$ cat src/logic/tsb_pkg.sv
// constants and types for the test stream header and payload builder
package tsb_pkg;
    localparam logic [15:0] UDP_HDR_LEN = 16'h0008;
    localparam logic [15:0] TCP_HDR_LEN = 16'h0014;
    localparam logic [3:0] TCP_HDR_WORDS = 4'h5;
    localparam logic [3:0] TCP_RSVD = 4'h0;
    localparam logic [7:0] MCAST_PREFIX = 8'hFF;
    localparam logic [3:0] TAG_MIN = 4'h4;
    localparam logic [3:0] TAG_MAX = 4'hD;
    localparam int FIFO_DEPTH = 8;
    localparam int FIFO_WIDTH = 9;
    localparam logic [7:0] FLG_FIN = 8'h01;
    localparam logic [7:0] FLG_SYN = 8'h02;
    localparam logic [7:0] FLG_PSH = 8'h08;
    localparam logic [7:0] FLG_ACK = 8'h10;
    localparam logic [7:0] FLG_URG = 8'h20;
    localparam logic [7:0] FLG_ECE = 8'h40;
    localparam logic [7:0] FLG_CWR = 8'h80;
    localparam logic [7:0] ENGINE_KEEP = 8'hE0;
    localparam logic [7:0] PAT_ALT_BYTE = 8'h55;
    localparam logic [30:0] PRBS_SEED = 31'h7FFFFFFF;
    localparam logic [31:0] VAR_RND_SEED = 32'h00000001;
    localparam logic [31:0] RST_WORD = 32'h00000000;
    typedef enum logic [2:0] {
        PAT_5555, PAT_USER, PAT_PRBS9, PAT_PRBS11,
        PAT_PRBS15, PAT_PRBS20, PAT_PRBS23, PAT_PRBS31
    } tsb_pat_t;
    typedef enum logic [1:0] {CHG_INC, CHG_DEC, CHG_RND} tsb_chg_t;
    typedef enum {S_IDLE, S_PAY, S_HDR} tsb_state_t;
    typedef enum {CN_CLOSED, CN_SYNSENT, CN_LISTEN, CN_SYNRCVD, CN_OPEN} tsb_conn_t;
endpackage

$ cat src/logic/tsb_builder.sv
// payload fifo and upper-layer header and payload builder for test frames
// Functional notes
// - off-net destinations go to default gateway
// - group address needs all-ones leading byte
// - joined: accept source equal group address
// - UDP length is header plus data
// - null option sends zero UDP checksum
// - SYN uses seq, next segment seq plus one
// - auto increment counts data bytes from zero
// - ACK field carries next expected sequence
// - data offset is header size in words
// - reserved TCP bits sent as zero
// - flags programmable, engine owns most when connecting
// - auto connect handshakes before any traffic
// - listen waits peer, captures its addresses
// - urgent pointer sent when URG set
// - TCP checksum covers header and data
// - user mode repeats 32-bit user word
// - no continuation restarts pattern each frame
// - continuation carries pattern across frames
// - payload opens with 4-13 byte tag
// - two variable fields by bit offset, length
// - fields increment, decrement or random in range
`timescale 1ns/1ps
module tsb_fifo #(
    parameter int WIDTH = 8,
    parameter int DEPTH = 8
) (
    input wire logic clk,
    input wire logic sys_rst,
    input wire logic inValid,
    input wire logic [WIDTH-1:0] inData,
    output logic inReady,
    output logic outValid,
    output logic [WIDTH-1:0] outData,
    input wire logic outReady
);
    localparam int AW = $clog2(DEPTH);
    logic [WIDTH-1:0] mem [DEPTH];
    logic [AW:0] wrPtr_reg;
    logic [AW:0] rdPtr_reg;
    logic full;

    // full when pointers differ only in the wrap bit
    assign full = (wrPtr_reg[AW] != rdPtr_reg[AW]) && (wrPtr_reg[AW-1:0] == rdPtr_reg[AW-1:0]);
    assign inReady = !full;
    assign outValid = wrPtr_reg != rdPtr_reg;
    assign outData = mem[rdPtr_reg[AW-1:0]];

    // storage write
    always_ff @(posedge clk) begin
        if (inValid && inReady) begin
            mem[wrPtr_reg[AW-1:0]] <= inData;
        end
    end

    // pointers
    always_ff @(posedge clk or posedge sys_rst) begin
        if (sys_rst) begin
            wrPtr_reg <= '0;
            rdPtr_reg <= '0;
        end else begin
            if (inValid && inReady) wrPtr_reg <= wrPtr_reg + 1'b1;
            if (outValid && outReady) rdPtr_reg <= rdPtr_reg + 1'b1;
        end
    end
endmodule // tsb_fifo

module tsb_builder (
    input wire logic clk,
    input wire logic sys_rst,
    input wire logic gatewayEn,
    input wire logic [31:0] gatewayIp,
    input wire logic [31:0] prefixMask,
    input wire logic [31:0] srcIp,
    input wire logic [31:0] dstIp,
    output logic [31:0] nextHopIp,
    input wire logic [127:0] groupAddr,
    output logic groupOk,
    input wire logic joined,
    input wire logic rxValid,
    input wire logic [127:0] rxSrcAddr,
    input wire logic [31:0] rxDstIp,
    output logic rxAccept,
    input wire logic useTcp,
    input wire logic udpNullCsum,
    input wire logic [15:0] srcPort,
    input wire logic [15:0] dstPort,
    input wire logic [15:0] window,
    input wire logic [31:0] cfgSeq,
    input wire logic seqAutoInc,
    input wire logic [31:0] cfgAck,
    input wire logic [7:0] cfgFlags,
    input wire logic [15:0] urgPtr,
    input wire logic autoConnect,
    input wire logic listenMode,
    input wire logic rxSyn,
    input wire logic rxSynAck,
    input wire logic rxAck,
    input wire logic [31:0] rxSeq,
    input wire logic [47:0] rxPeerMac,
    input wire logic [31:0] rxPeerIp,
    input wire logic [15:0] rxPeerPort,
    output logic [47:0] peerMac,
    output logic [31:0] peerIp,
    output logic [15:0] peerPort,
    output logic connOpen,
    output logic txAllowed,
    input wire logic [15:0] pseudoSum,
    input wire logic txGo,
    input wire logic [15:0] payloadLen,
    input wire tsb_pkg::tsb_pat_t patSel,
    input wire logic [31:0] userPattern,
    input wire logic crossFrame,
    input wire logic [3:0] tagLen,
    input wire logic [103:0] measTag,
    input wire logic [1:0][18:0] varOffset,
    input wire logic [1:0][5:0] varLen,
    input wire logic [1:0][31:0] varStart,
    input wire logic [1:0][31:0] varEnd,
    input wire logic [1:0][31:0] varStep,
    input wire logic [1:0][1:0] varType,
    output logic [1:0][31:0] varValue,
    output logic busy,
    output logic hdrValid,
    output logic hdrIsCtl,
    output logic [31:0] seqField,
    output logic [31:0] ackField,
    output logic [7:0] offResField,
    output logic [7:0] flagsField,
    output logic [15:0] urgField,
    output logic [15:0] dstPortField,
    output logic [15:0] lenField,
    output logic [15:0] csumField,
    output logic payValid,
    output logic [7:0] payData,
    output logic payLast,
    input wire logic payReady
);
    import tsb_pkg::*;

    tsb_state_t state_reg;
    tsb_conn_t conn_reg;
    logic needConn, takePend, push, last, isTag, isCtl_reg, synSent_reg, fifoReady;
    logic [7:0] pendFlags_reg, setPend, ctlFlags_reg, segFlags, rawByte, outByte;
    logic [15:0] frameLen_reg, byteIdx_reg, dport, segLen, csumCalc;
    logic [31:0] sum_reg, ackExp_reg, dataSent_reg, seqVal, ackVal, hsum;
    logic [16:0] fold1;
    logic [15:0] fold2;
    logic [3:0] tagLenC;
    logic [30:0] prbs_reg;
    logic [38:0] prbsNext;
    logic [1:0] uPos_reg;
    logic [1:0][31:0] curVal;
    logic [18:0] pos, rel;
    logic [4:0] vIdx;

    // eight pattern bits per byte from a selectable lfsr
    function automatic logic [38:0] prbs8(input logic [30:0] s, input tsb_pat_t p);
        logic [30:0] t;
        logic [7:0] b;
        logic [4:0] ln;
        logic [4:0] tp;
        logic fb;
        t = s;
        b = 8'h00;
        case (p)
            PAT_PRBS9: begin ln = 5'd9; tp = 5'd5; end // period 511 bits
            PAT_PRBS11: begin ln = 5'd11; tp = 5'd9; end
            PAT_PRBS15: begin ln = 5'd15; tp = 5'd14; end
            PAT_PRBS20: begin ln = 5'd20; tp = 5'd3; end
            PAT_PRBS23: begin ln = 5'd23; tp = 5'd18; end
            default: begin ln = 5'd31; tp = 5'd28; end
        endcase
        for (int i = 0; i < 8; i++) begin
            fb = t[ln - 5'd1] ^ t[tp - 5'd1];
            t = {t[29:0], fb};
            b = {b[6:0], fb};
        end
        return {t, b};
    endfunction

    // address handling: next hop, group check, receive filter
    always_ff @(posedge clk or posedge sys_rst) begin
        if (sys_rst) begin
            {nextHopIp, groupOk, rxAccept} <= '0;
        end else begin
            if (gatewayEn && (((dstIp ^ srcIp) & prefixMask) != RST_WORD)) begin
                nextHopIp <= gatewayIp;
            end else begin
                nextHopIp <= dstIp;
            end
            groupOk <= groupAddr[127:120] == MCAST_PREFIX;
            if (joined && groupOk) begin
                rxAccept <= rxValid && (rxSrcAddr == groupAddr);
            end else begin
                rxAccept <= rxValid && (rxDstIp == srcIp);
            end
        end
    end

    assign needConn = useTcp && (autoConnect || listenMode);
    assign connOpen = conn_reg == CN_OPEN;
    assign txAllowed = !needConn || connOpen;
    assign busy = state_reg != S_IDLE;
    assign takePend = (state_reg == S_IDLE) && (pendFlags_reg != 8'h00);

    // handshake requests raised by the connection engine
    always_comb begin
        setPend = 8'h00;
        if (needConn) begin
            unique case (conn_reg)
                CN_CLOSED: if (!listenMode) setPend = FLG_SYN;
                CN_LISTEN: if (rxSyn) setPend = FLG_SYN | FLG_ACK;
                CN_SYNSENT: if (rxSynAck) setPend = FLG_ACK;
                CN_SYNRCVD, CN_OPEN: setPend = 8'h00;
            endcase
        end
    end

    // connection engine, active or passive open
    always_ff @(posedge clk or posedge sys_rst) begin
        if (sys_rst) begin
            conn_reg <= CN_CLOSED;
        end else if (!needConn) begin
            conn_reg <= CN_CLOSED;
        end else begin
            unique case (conn_reg)
                CN_CLOSED: conn_reg <= listenMode ? CN_LISTEN : CN_SYNSENT;
                CN_LISTEN: if (rxSyn) conn_reg <= CN_SYNRCVD;
                CN_SYNSENT: if (rxSynAck) conn_reg <= CN_OPEN;
                CN_SYNRCVD: if (rxAck) conn_reg <= CN_OPEN;
                CN_OPEN: conn_reg <= CN_OPEN;
            endcase
        end
    end

    // expected peer sequence and captured peer identity
    always_ff @(posedge clk or posedge sys_rst) begin
        if (sys_rst) begin
            {ackExp_reg, peerMac, peerIp, peerPort} <= '0;
        end else if (needConn) begin
            if (conn_reg == CN_LISTEN && rxSyn) begin
                ackExp_reg <= rxSeq + 32'h1;
                peerMac <= rxPeerMac;
                peerIp <= rxPeerIp;
                peerPort <= rxPeerPort;
            end
            if (conn_reg == CN_SYNSENT && rxSynAck) ackExp_reg <= rxSeq + 32'h1;
        end
    end

    // pending control segments, a new request beats the clear
    always_ff @(posedge clk or posedge sys_rst) begin
        if (sys_rst) begin
            pendFlags_reg <= 8'h00;
        end else begin
            pendFlags_reg <= (takePend ? 8'h00 : pendFlags_reg) | setPend;
        end
    end

    // frame sequencer
    always_ff @(posedge clk or posedge sys_rst) begin
        if (sys_rst) begin
            state_reg <= S_IDLE;
        end else begin
            unique case (state_reg)
                S_IDLE: begin
                    if (takePend) begin
                        state_reg <= S_HDR;
                    end else if (txGo && txAllowed) begin
                        state_reg <= S_PAY;
                    end
                end
                S_PAY: if (push && last) state_reg <= S_HDR;
                S_HDR: state_reg <= S_IDLE;
            endcase
        end
    end

    // per-frame kind and length
    always_ff @(posedge clk or posedge sys_rst) begin
        if (sys_rst) begin
            {isCtl_reg, ctlFlags_reg, frameLen_reg} <= '0;
        end else if (state_reg == S_IDLE) begin
            if (takePend) begin
                isCtl_reg <= 1'b1;
                ctlFlags_reg <= pendFlags_reg;
                frameLen_reg <= 16'h0000;
            end else if (txGo) begin
                isCtl_reg <= 1'b0;
                frameLen_reg <= (payloadLen < {12'h000, tagLenC}) ? {12'h000, tagLenC} : payloadLen;
            end
        end
    end

    assign tagLenC = (tagLen < TAG_MIN) ? TAG_MIN : ((tagLen > TAG_MAX) ? TAG_MAX : tagLen);
    assign isTag = byteIdx_reg < {12'h000, tagLenC};
    assign last = byteIdx_reg == frameLen_reg - 16'h0001;
    assign push = (state_reg == S_PAY) && fifoReady;

    // payload byte: tag first, then pattern, then variable field overlay
    always_comb begin
        prbsNext = prbs8(prbs_reg, patSel);
        pos = 19'h00000;
        rel = 19'h00000;
        vIdx = 5'h00;
        if (isTag) begin
            rawByte = measTag[103 - 8 * byteIdx_reg[3:0] -: 8];
        end else begin
            case (patSel)
                PAT_5555: rawByte = PAT_ALT_BYTE;
                PAT_USER: rawByte = userPattern[31 - 8 * uPos_reg -: 8];
                default: rawByte = prbsNext[7:0];
            endcase
        end
        outByte = rawByte;
        for (int f = 0; f < 2; f++) begin
            for (int k = 0; k < 8; k++) begin
                pos = {byteIdx_reg, 3'b000} + 19'(k);
                rel = pos - varOffset[f];
                if (pos >= varOffset[f] && rel < {13'h0000, varLen[f]}) begin
                    vIdx = 5'(varLen[f] - 6'd1 - rel[5:0]);
                    outByte[7 - k] = curVal[f][vIdx];
                end
            end
        end
    end

    // byte position and running data sum
    always_ff @(posedge clk or posedge sys_rst) begin
        if (sys_rst) begin
            {byteIdx_reg, sum_reg} <= '0;
        end else if (state_reg == S_IDLE) begin
            {byteIdx_reg, sum_reg} <= '0;
        end else if (push) begin
            byteIdx_reg <= byteIdx_reg + 16'h0001;
            sum_reg <= sum_reg + (byteIdx_reg[0] ? {24'h0, outByte} : {16'h0, outByte, 8'h00});
        end
    end

    // pattern position, restarted or carried between frames
    always_ff @(posedge clk or posedge sys_rst) begin
        if (sys_rst) begin
            {prbs_reg, uPos_reg} <= {PRBS_SEED, 2'b00};
        end else if (state_reg == S_IDLE && !takePend && txGo && txAllowed) begin
            if (!crossFrame) begin
                {prbs_reg, uPos_reg} <= {PRBS_SEED, 2'b00};
            end
        end else if (push && !isTag) begin
            prbs_reg <= prbsNext[38:8];
            uPos_reg <= uPos_reg + 2'b01;
        end
    end

    tsb_fifo #(
        .WIDTH(FIFO_WIDTH),
        .DEPTH(FIFO_DEPTH)
    ) uFifo (
        .clk(clk),
        .sys_rst(sys_rst),
        .inValid(state_reg == S_PAY),
        .inData({last, outByte}),
        .inReady(fifoReady),
        .outValid(payValid),
        .outData({payLast, payData}),
        .outReady(payReady)
    );

    // header field values for the segment being closed
    always_comb begin
        if (isCtl_reg) begin
            segFlags = ctlFlags_reg;
        end else if (needConn) begin
            segFlags = (cfgFlags & ENGINE_KEEP) | FLG_ACK | FLG_PSH;
        end else begin
            segFlags = cfgFlags;
        end
        if (!isCtl_reg && seqAutoInc) begin
            seqVal = dataSent_reg;
        end else begin
            seqVal = synSent_reg ? cfgSeq + 32'h1 : cfgSeq;
        end
        if ((segFlags & FLG_ACK) != 8'h00) begin
            ackVal = needConn ? ackExp_reg : cfgAck;
        end else begin
            ackVal = RST_WORD;
        end
        dport = listenMode ? peerPort : dstPort;
        segLen = (useTcp ? TCP_HDR_LEN : UDP_HDR_LEN) + frameLen_reg;
        hsum = sum_reg + {16'h0, pseudoSum} + {16'h0, srcPort} + {16'h0, dport}
            + {16'h0, segLen};
        if (useTcp) begin
            hsum = hsum + {16'h0, seqVal[31:16]} + {16'h0, seqVal[15:0]}
                + {16'h0, ackVal[31:16]} + {16'h0, ackVal[15:0]}
                + {16'h0, TCP_HDR_WORDS, TCP_RSVD, segFlags} + {16'h0, window}
                + {16'h0, ((segFlags & FLG_URG) != 8'h00) ? urgPtr : 16'h0000};
        end else begin
            hsum = hsum + {16'h0, segLen};
        end
        fold1 = {1'b0, hsum[15:0]} + {1'b0, hsum[31:16]};
        fold2 = fold1[15:0] + {15'h0000, fold1[16]};
        csumCalc = ~fold2;
    end

    // header outputs, loaded as a segment closes
    always_ff @(posedge clk or posedge sys_rst) begin
        if (sys_rst) begin
            {hdrValid, hdrIsCtl, seqField, ackField, offResField, flagsField} <= '0;
            {urgField, dstPortField, lenField, csumField} <= '0;
        end else begin
            hdrValid <= state_reg == S_HDR;
            if (state_reg == S_HDR) begin
                hdrIsCtl <= isCtl_reg;
                seqField <= seqVal;
                ackField <= ackVal;
                offResField <= {TCP_HDR_WORDS, TCP_RSVD};
                flagsField <= segFlags;
                urgField <= ((segFlags & FLG_URG) != 8'h00) ? urgPtr : 16'h0000;
                dstPortField <= dport;
                lenField <= segLen;
                if (useTcp) begin
                    csumField <= csumCalc;
                end else if (udpNullCsum) begin
                    csumField <= 16'h0000;
                end else begin
                    csumField <= (csumCalc == 16'h0000) ? 16'hFFFF : csumCalc;
                end
            end
        end
    end

    // sequence bookkeeping after each segment
    always_ff @(posedge clk or posedge sys_rst) begin
        if (sys_rst) begin
            {synSent_reg, dataSent_reg} <= '0;
        end else if (state_reg == S_HDR) begin
            if ((segFlags & FLG_SYN) != 8'h00) synSent_reg <= 1'b1;
            if (!isCtl_reg) dataSent_reg <= dataSent_reg + {16'h0, frameLen_reg};
        end
    end

    // variable fields, stepped once per data frame
    for (genvar g = 0; g < 2; g++) begin : gVar
        logic armed_reg;
        logic [31:0] val_reg;
        logic [31:0] rnd_reg;
        logic [31:0] nextVal;
        assign curVal[g] = armed_reg ? val_reg : varStart[g];
        assign varValue[g] = curVal[g];
        always_comb begin
            case (varType[g])
                CHG_INC: begin
                    if ({1'b0, curVal[g]} + {1'b0, varStep[g]} > {1'b0, varEnd[g]}) begin
                        nextVal = varStart[g];
                    end else begin
                        nextVal = curVal[g] + varStep[g];
                    end
                end
                CHG_DEC: begin
                    if ({1'b0, curVal[g]} < {1'b0, varEnd[g]} + {1'b0, varStep[g]}) begin
                        nextVal = varStart[g];
                    end else begin
                        nextVal = curVal[g] - varStep[g];
                    end
                end
                default: nextVal = varStart[g] + (rnd_reg & (varEnd[g] - varStart[g]));
            endcase
        end
        always_ff @(posedge clk or posedge sys_rst) begin
            if (sys_rst) begin
                rnd_reg <= VAR_RND_SEED;
            end else begin
                rnd_reg <= {rnd_reg[30:0], rnd_reg[31] ^ rnd_reg[21] ^ rnd_reg[1] ^ rnd_reg[0]};
            end
        end
        always_ff @(posedge clk or posedge sys_rst) begin
            if (sys_rst) begin
                {armed_reg, val_reg} <= '0;
            end else if (state_reg == S_HDR && !isCtl_reg) begin
                armed_reg <= 1'b1;
                val_reg <= nextVal;
            end
        end
    end
endmodule // tsb_builder

$ cat config.mk
export PLATFORM = sky130hd
export DESIGN_NAME = tsb_builder
export DESIGN_NICKNAME = d
export VERILOG_FILES = /design/src/logic/tsb_pkg.sv /design/src/logic/tsb_builder.sv
export SDC_FILE = /design/constraint.sdc
export NUM_CORES = 2
export LEC_CHECK = 0
export BUFFER_PORTS_ARGS = -buffer_cell sky130_fd_sc_hd__buf_4
export CELL_PAD_IN_SITES_DETAIL_PLACEMENT = 1
export CELL_PAD_IN_SITES_GLOBAL_PLACEMENT = 1
export CORE_AREA = 4 4 567 569
export DETAILED_ROUTE_END_ITERATION = 7
export DIE_AREA = 0 0 571 573
export HOLD_SLACK_MARGIN = 0.02
export PLACE_DENSITY_LB_ADDON = 0.05
export SYNTH_ARGS = -nofsm -noshare
export SYNTH_HDL_FRONTEND = slang
export SYNTH_HIERARCHICAL = 1
export SYNTH_SLANG_ARGS = --single-unit
$ cat constraint.sdc
create_clock -name clk -period 23.9 [get_ports clk]
set_input_delay 3.585 -clock clk [delete_from_list [all_inputs] [get_ports clk]]
set_output_delay 3.585 -clock clk [all_outputs]
set_load 0.02 [all_outputs]
==> results.sh <==
export IMPL_area_growth_pct=26.3
export IMPL_drive_gt1_share_pct=21.6
export IMPL_fin_crit_sh_pct=72.1
export IMPL_ant_nets=0
export IMPL_rows=207
export IMPL_cts_sinks=650
export IMPL_fin_skew_ns=0.0645
export IMPL_min_path_type="flop to flop"
export IMPL_syn_area_um2=75100
export IMPL_clk_latency_ns=0.77
export IMPL_power_leakage_nw=44.0
export IMPL_wl_per_cell_um=33.5
export IMPL_die_h_um=573
export IMPL_start_kind="input pin"
export IMPL_start_util_pct=23.7
export IMPL_routed_wl_um=489000
export IMPL_dpl_cell_area_um2=91300
export IMPL_avgSynthCellArea_um2=8.44
export IMPL_cts_buffers=96
export IMPL_yosysUniqueCellTypes=99
export IMPL_clk_pin_slew_worst_paths_ns=0.06
export IMPL_power_w=0.0118
export IMPL_syn_inst=8903
export IMPL_clockRootBuffer="clkbuf_16"
export IMPL_period_minus_slack_ns=17.22
export IMPL_critPathMaxStageDelay_ns=0.59
export IMPL_fin_nets=12300
export IMPL_htree_levels=3
export IMPL_cp_startpoint="useTcp"
export IMPL_ys_warn_count=6
export IMPL_first_pass_iters=6
export IMPL_cp_arrival_ns=17.87
export IMPL_synthArstFlopShare_pct=88.9
export IMPL_grt_pass1_vias=77965
export IMPL_synth_top_flop_cell="dfrtp_1"
export IMPL_crit_top_cell="fa_1"
export IMPL_finalHoldViolCount=0
export IMPL_detail_route_iter0_violations=5383
export IMPL_grt_max_degree=122
export IMPL_clock_fmax_mhz=58.1
export IMPL_rsz0062_at_grt="no"
export IMPL_die_w_um=571
export IMPL_holdBufCountCts=0
export IMPL_antenna_found_initial=225
export IMPL_synth_edf_count=72
export IMPL_finalSetupViolations=0
export IMPL_hold_start="gVar[1].rnd_reg[10]"
export IMPL_vias_per_cell=5.15
export IMPL_fin_cells=14604
export IMPL_grt_pass1_wl_um=665000
export IMPL_rr_startpoint="frameLen_reg[2]"
export IMPL_dr_total_vias=75239
export IMPL_dpl_hpwl_um=423000
export IMPL_post_route_drc_count=0
export IMPL_cp_max_fo=40
export IMPL_synth_seq_area_share_pct=22.2
export IMPL_gp_congestion=1.06
export IMPL_clockBufferDepth=3
export IMPL_worst_pin_slew_ns=1.39
export IMPL_cts_resized=0
export IMPL_slew_violations=0
export IMPL_status="completed"
export IMPL_cap_violations=0
export IMPL_setup_total_negative_slack_ns=0
export IMPL_cts_tree="done"
export IMPL_critical_path_class="input pin to flop"
export IMPL_core_area_um2=317000
export IMPL_vdd_ir_drop_max_mv=0.190
export IMPL_pin_count=1470
export IMPL_largest_reg_flops=72
export IMPL_cpMaxStageDelayCell="a2111oi_0"
export IMPL_crit_required_ns=24.54
export IMPL_place_inst=14346
export IMPL_grt_usage_pct=28.9
export IMPL_fin_area_um2=94900
export IMPL_cts_setup_buffers=0
export IMPL_io_buffers=1463
export IMPL_yosys_register_bits=650
export IMPL_endpoint_kind="flop"
export IMPL_slew_headroom_pct=7.38
export IMPL_p_per_area_nw_per_um2=125
export IMPL_dieArea_um2=327000
export IMPL_overflow=0
[final timing paths]
path / end / slack, ns / cells past startpoint
worst max register to register: csumField[4] / 9.63 / 56
worst max-delay path: csumField[4] / 6.68 / 57
max in group asynchronous: peerIp[15] / 17.88 / 5
min in group asynchronous: uFifo/rdPtr_reg[1] / 2.83 / 2
worst min-delay path: gVar[1].rnd_reg[11] / 0.34 / 0
worst min register to register: gVar[1].rnd_reg[11] / 0.34 / 0
[metal layers]
metal | up-vias | track usage [%] | part of all wire, %
met2 | 2129 | 48.1 | 47
met4 | 138 | 9.06 | 3.6
met1 | 38034 | 36.9 | 43
met3 | 628 | 6.47 | 6.3
met5 | - | 0 | 0.19
li1 | 34310 | - | -
[cells in the mapped netlist (161+ instances only)]
| cell | n | area, µm² |
|---|---|---|
| clkbuf_1 | 283 | 1060 |
| mux2i_1 | 236 | 2360 |
| a21o_1 | 215 | 1610 |
| xnor2_1 | 579 | 5070 |
| o21ai_0 | 596 | 2980 |
| xor2_1 | 456 | 3990 |
| nand3_1 | 193 | 966 |
| nand2_1 | 715 | 2680 |
| dfrtp_1 | 545 | 13600 |
| mux2_2 | 247 | 2780 |
| nor2_1 | 642 | 2410 |
| a21oi_1 | 738 | 3690 |
| ha_1 | 758 | 9480 |
| inv_1 | 676 | 2540 |
| fa_1 | 161 | 3220 |
[layout by cell type, fill, tap and decap left out, types with 26 or more instances in the layout]
cell | Yosys | final
nor2b_1 | 96 | 95
nand2b_1 | 85 | 84
a211oi_1 | 73 | 73
nand3_1 | 193 | 192
a22oi_1 | 36 | 36
ha_1 | 758 | 754
o31ai_1 | 36 | 36
nand2_1 | 715 | 715
o211ai_1 | 39 | 39
o21a_1 | 85 | 85
a21boi_0 | 28 | 27
a21oi_1 | 738 | 735
and3_1 | 63 | 63
dfstp_2 | 33 | 33
diode_2 | 0 | 78
fa_1 | 161 | 161
mux2i_1 | 236 | 236
xnor2_1 | 579 | 579
buf_4 | 10 | 1612
o21ai_0 | 596 | 576
a31oi_1 | 66 | 66
xor2_1 | 456 | 456
nand4_1 | 120 | 120
and2_1 | 99 | 99
edfxtp_1 | 72 | 72
o21ai_1 | 8 | 26
mux4_2 | 86 | 86
clkbuf_16 | 0 | 96
nor4_1 | 85 | 81
mux2_2 | 247 | 247
nor2_1 | 642 | 640
o22ai_1 | 33 | 33
inv_1 | 676 | 675
or3_1 | 41 | 41
nor3_1 | 131 | 125
dfrtp_1 | 545 | 542
a21o_1 | 215 | 215
o21bai_1 | 92 | 91
[report_power, final]
group	internal [W]	leakage (nW)	total [W]	switching (W)
Combinational	0.00328	34.8	0.00855	0.00527
Clock	0.000911	1.64	0.00156	0.000653
Sequential	0.00141	7.61	0.00172	0.000313
[worst max-delay path: cells and delay by family]
family | cells | cell delay, ns
fa+ha+maj | 12 | 4.94
xor+xnor | 4 | 0.93
simple gates | 12 | 2.40
compound gates | 23 | 4.83
buf+inv | 6 | 1.15
[stage by stage]
| stage | setup WS [ns] | util, % | hold slack, ns |
|---|---|---|---|
| 2_1_floorplan | 4.43 | - | 0.346 |
| 3_3_place_gp | 6.25 | 28.8 | 0.354 |
| 3_5_place_dp | 6.05 | 28.8 | 0.355 |
| 4_1_cts | 6.82 | 29.9 | 0.345 |
| 5_1_grt | 5.67 | 29.9 | 0.352 |
| 6_report | 6.68 | 30.0 | 0.338 |
[layout make-up]
class	instances	area [µm²]
Antenna cell	78	195
Clock buffer	128	2700
Clock inverter	52	701
Fill cell	37324	222000
Inverter	688	2590
Multi-Input combinational cell	7215	54700
Sequential cell	650	16700
Tap cell	4180	5230
Timing Repair Buffer	1613	12100
[kinds of logic after synthesis]
kind of cell,synth area share [%]
compound gates,19.1
xor+xnor,12.2
fa+ha+maj,16.9
buf+inv,5.32
flops,22.2
mux,9.48
other cells,0.00499
simple gates,14.8
(Power assumes the default switching activity.)
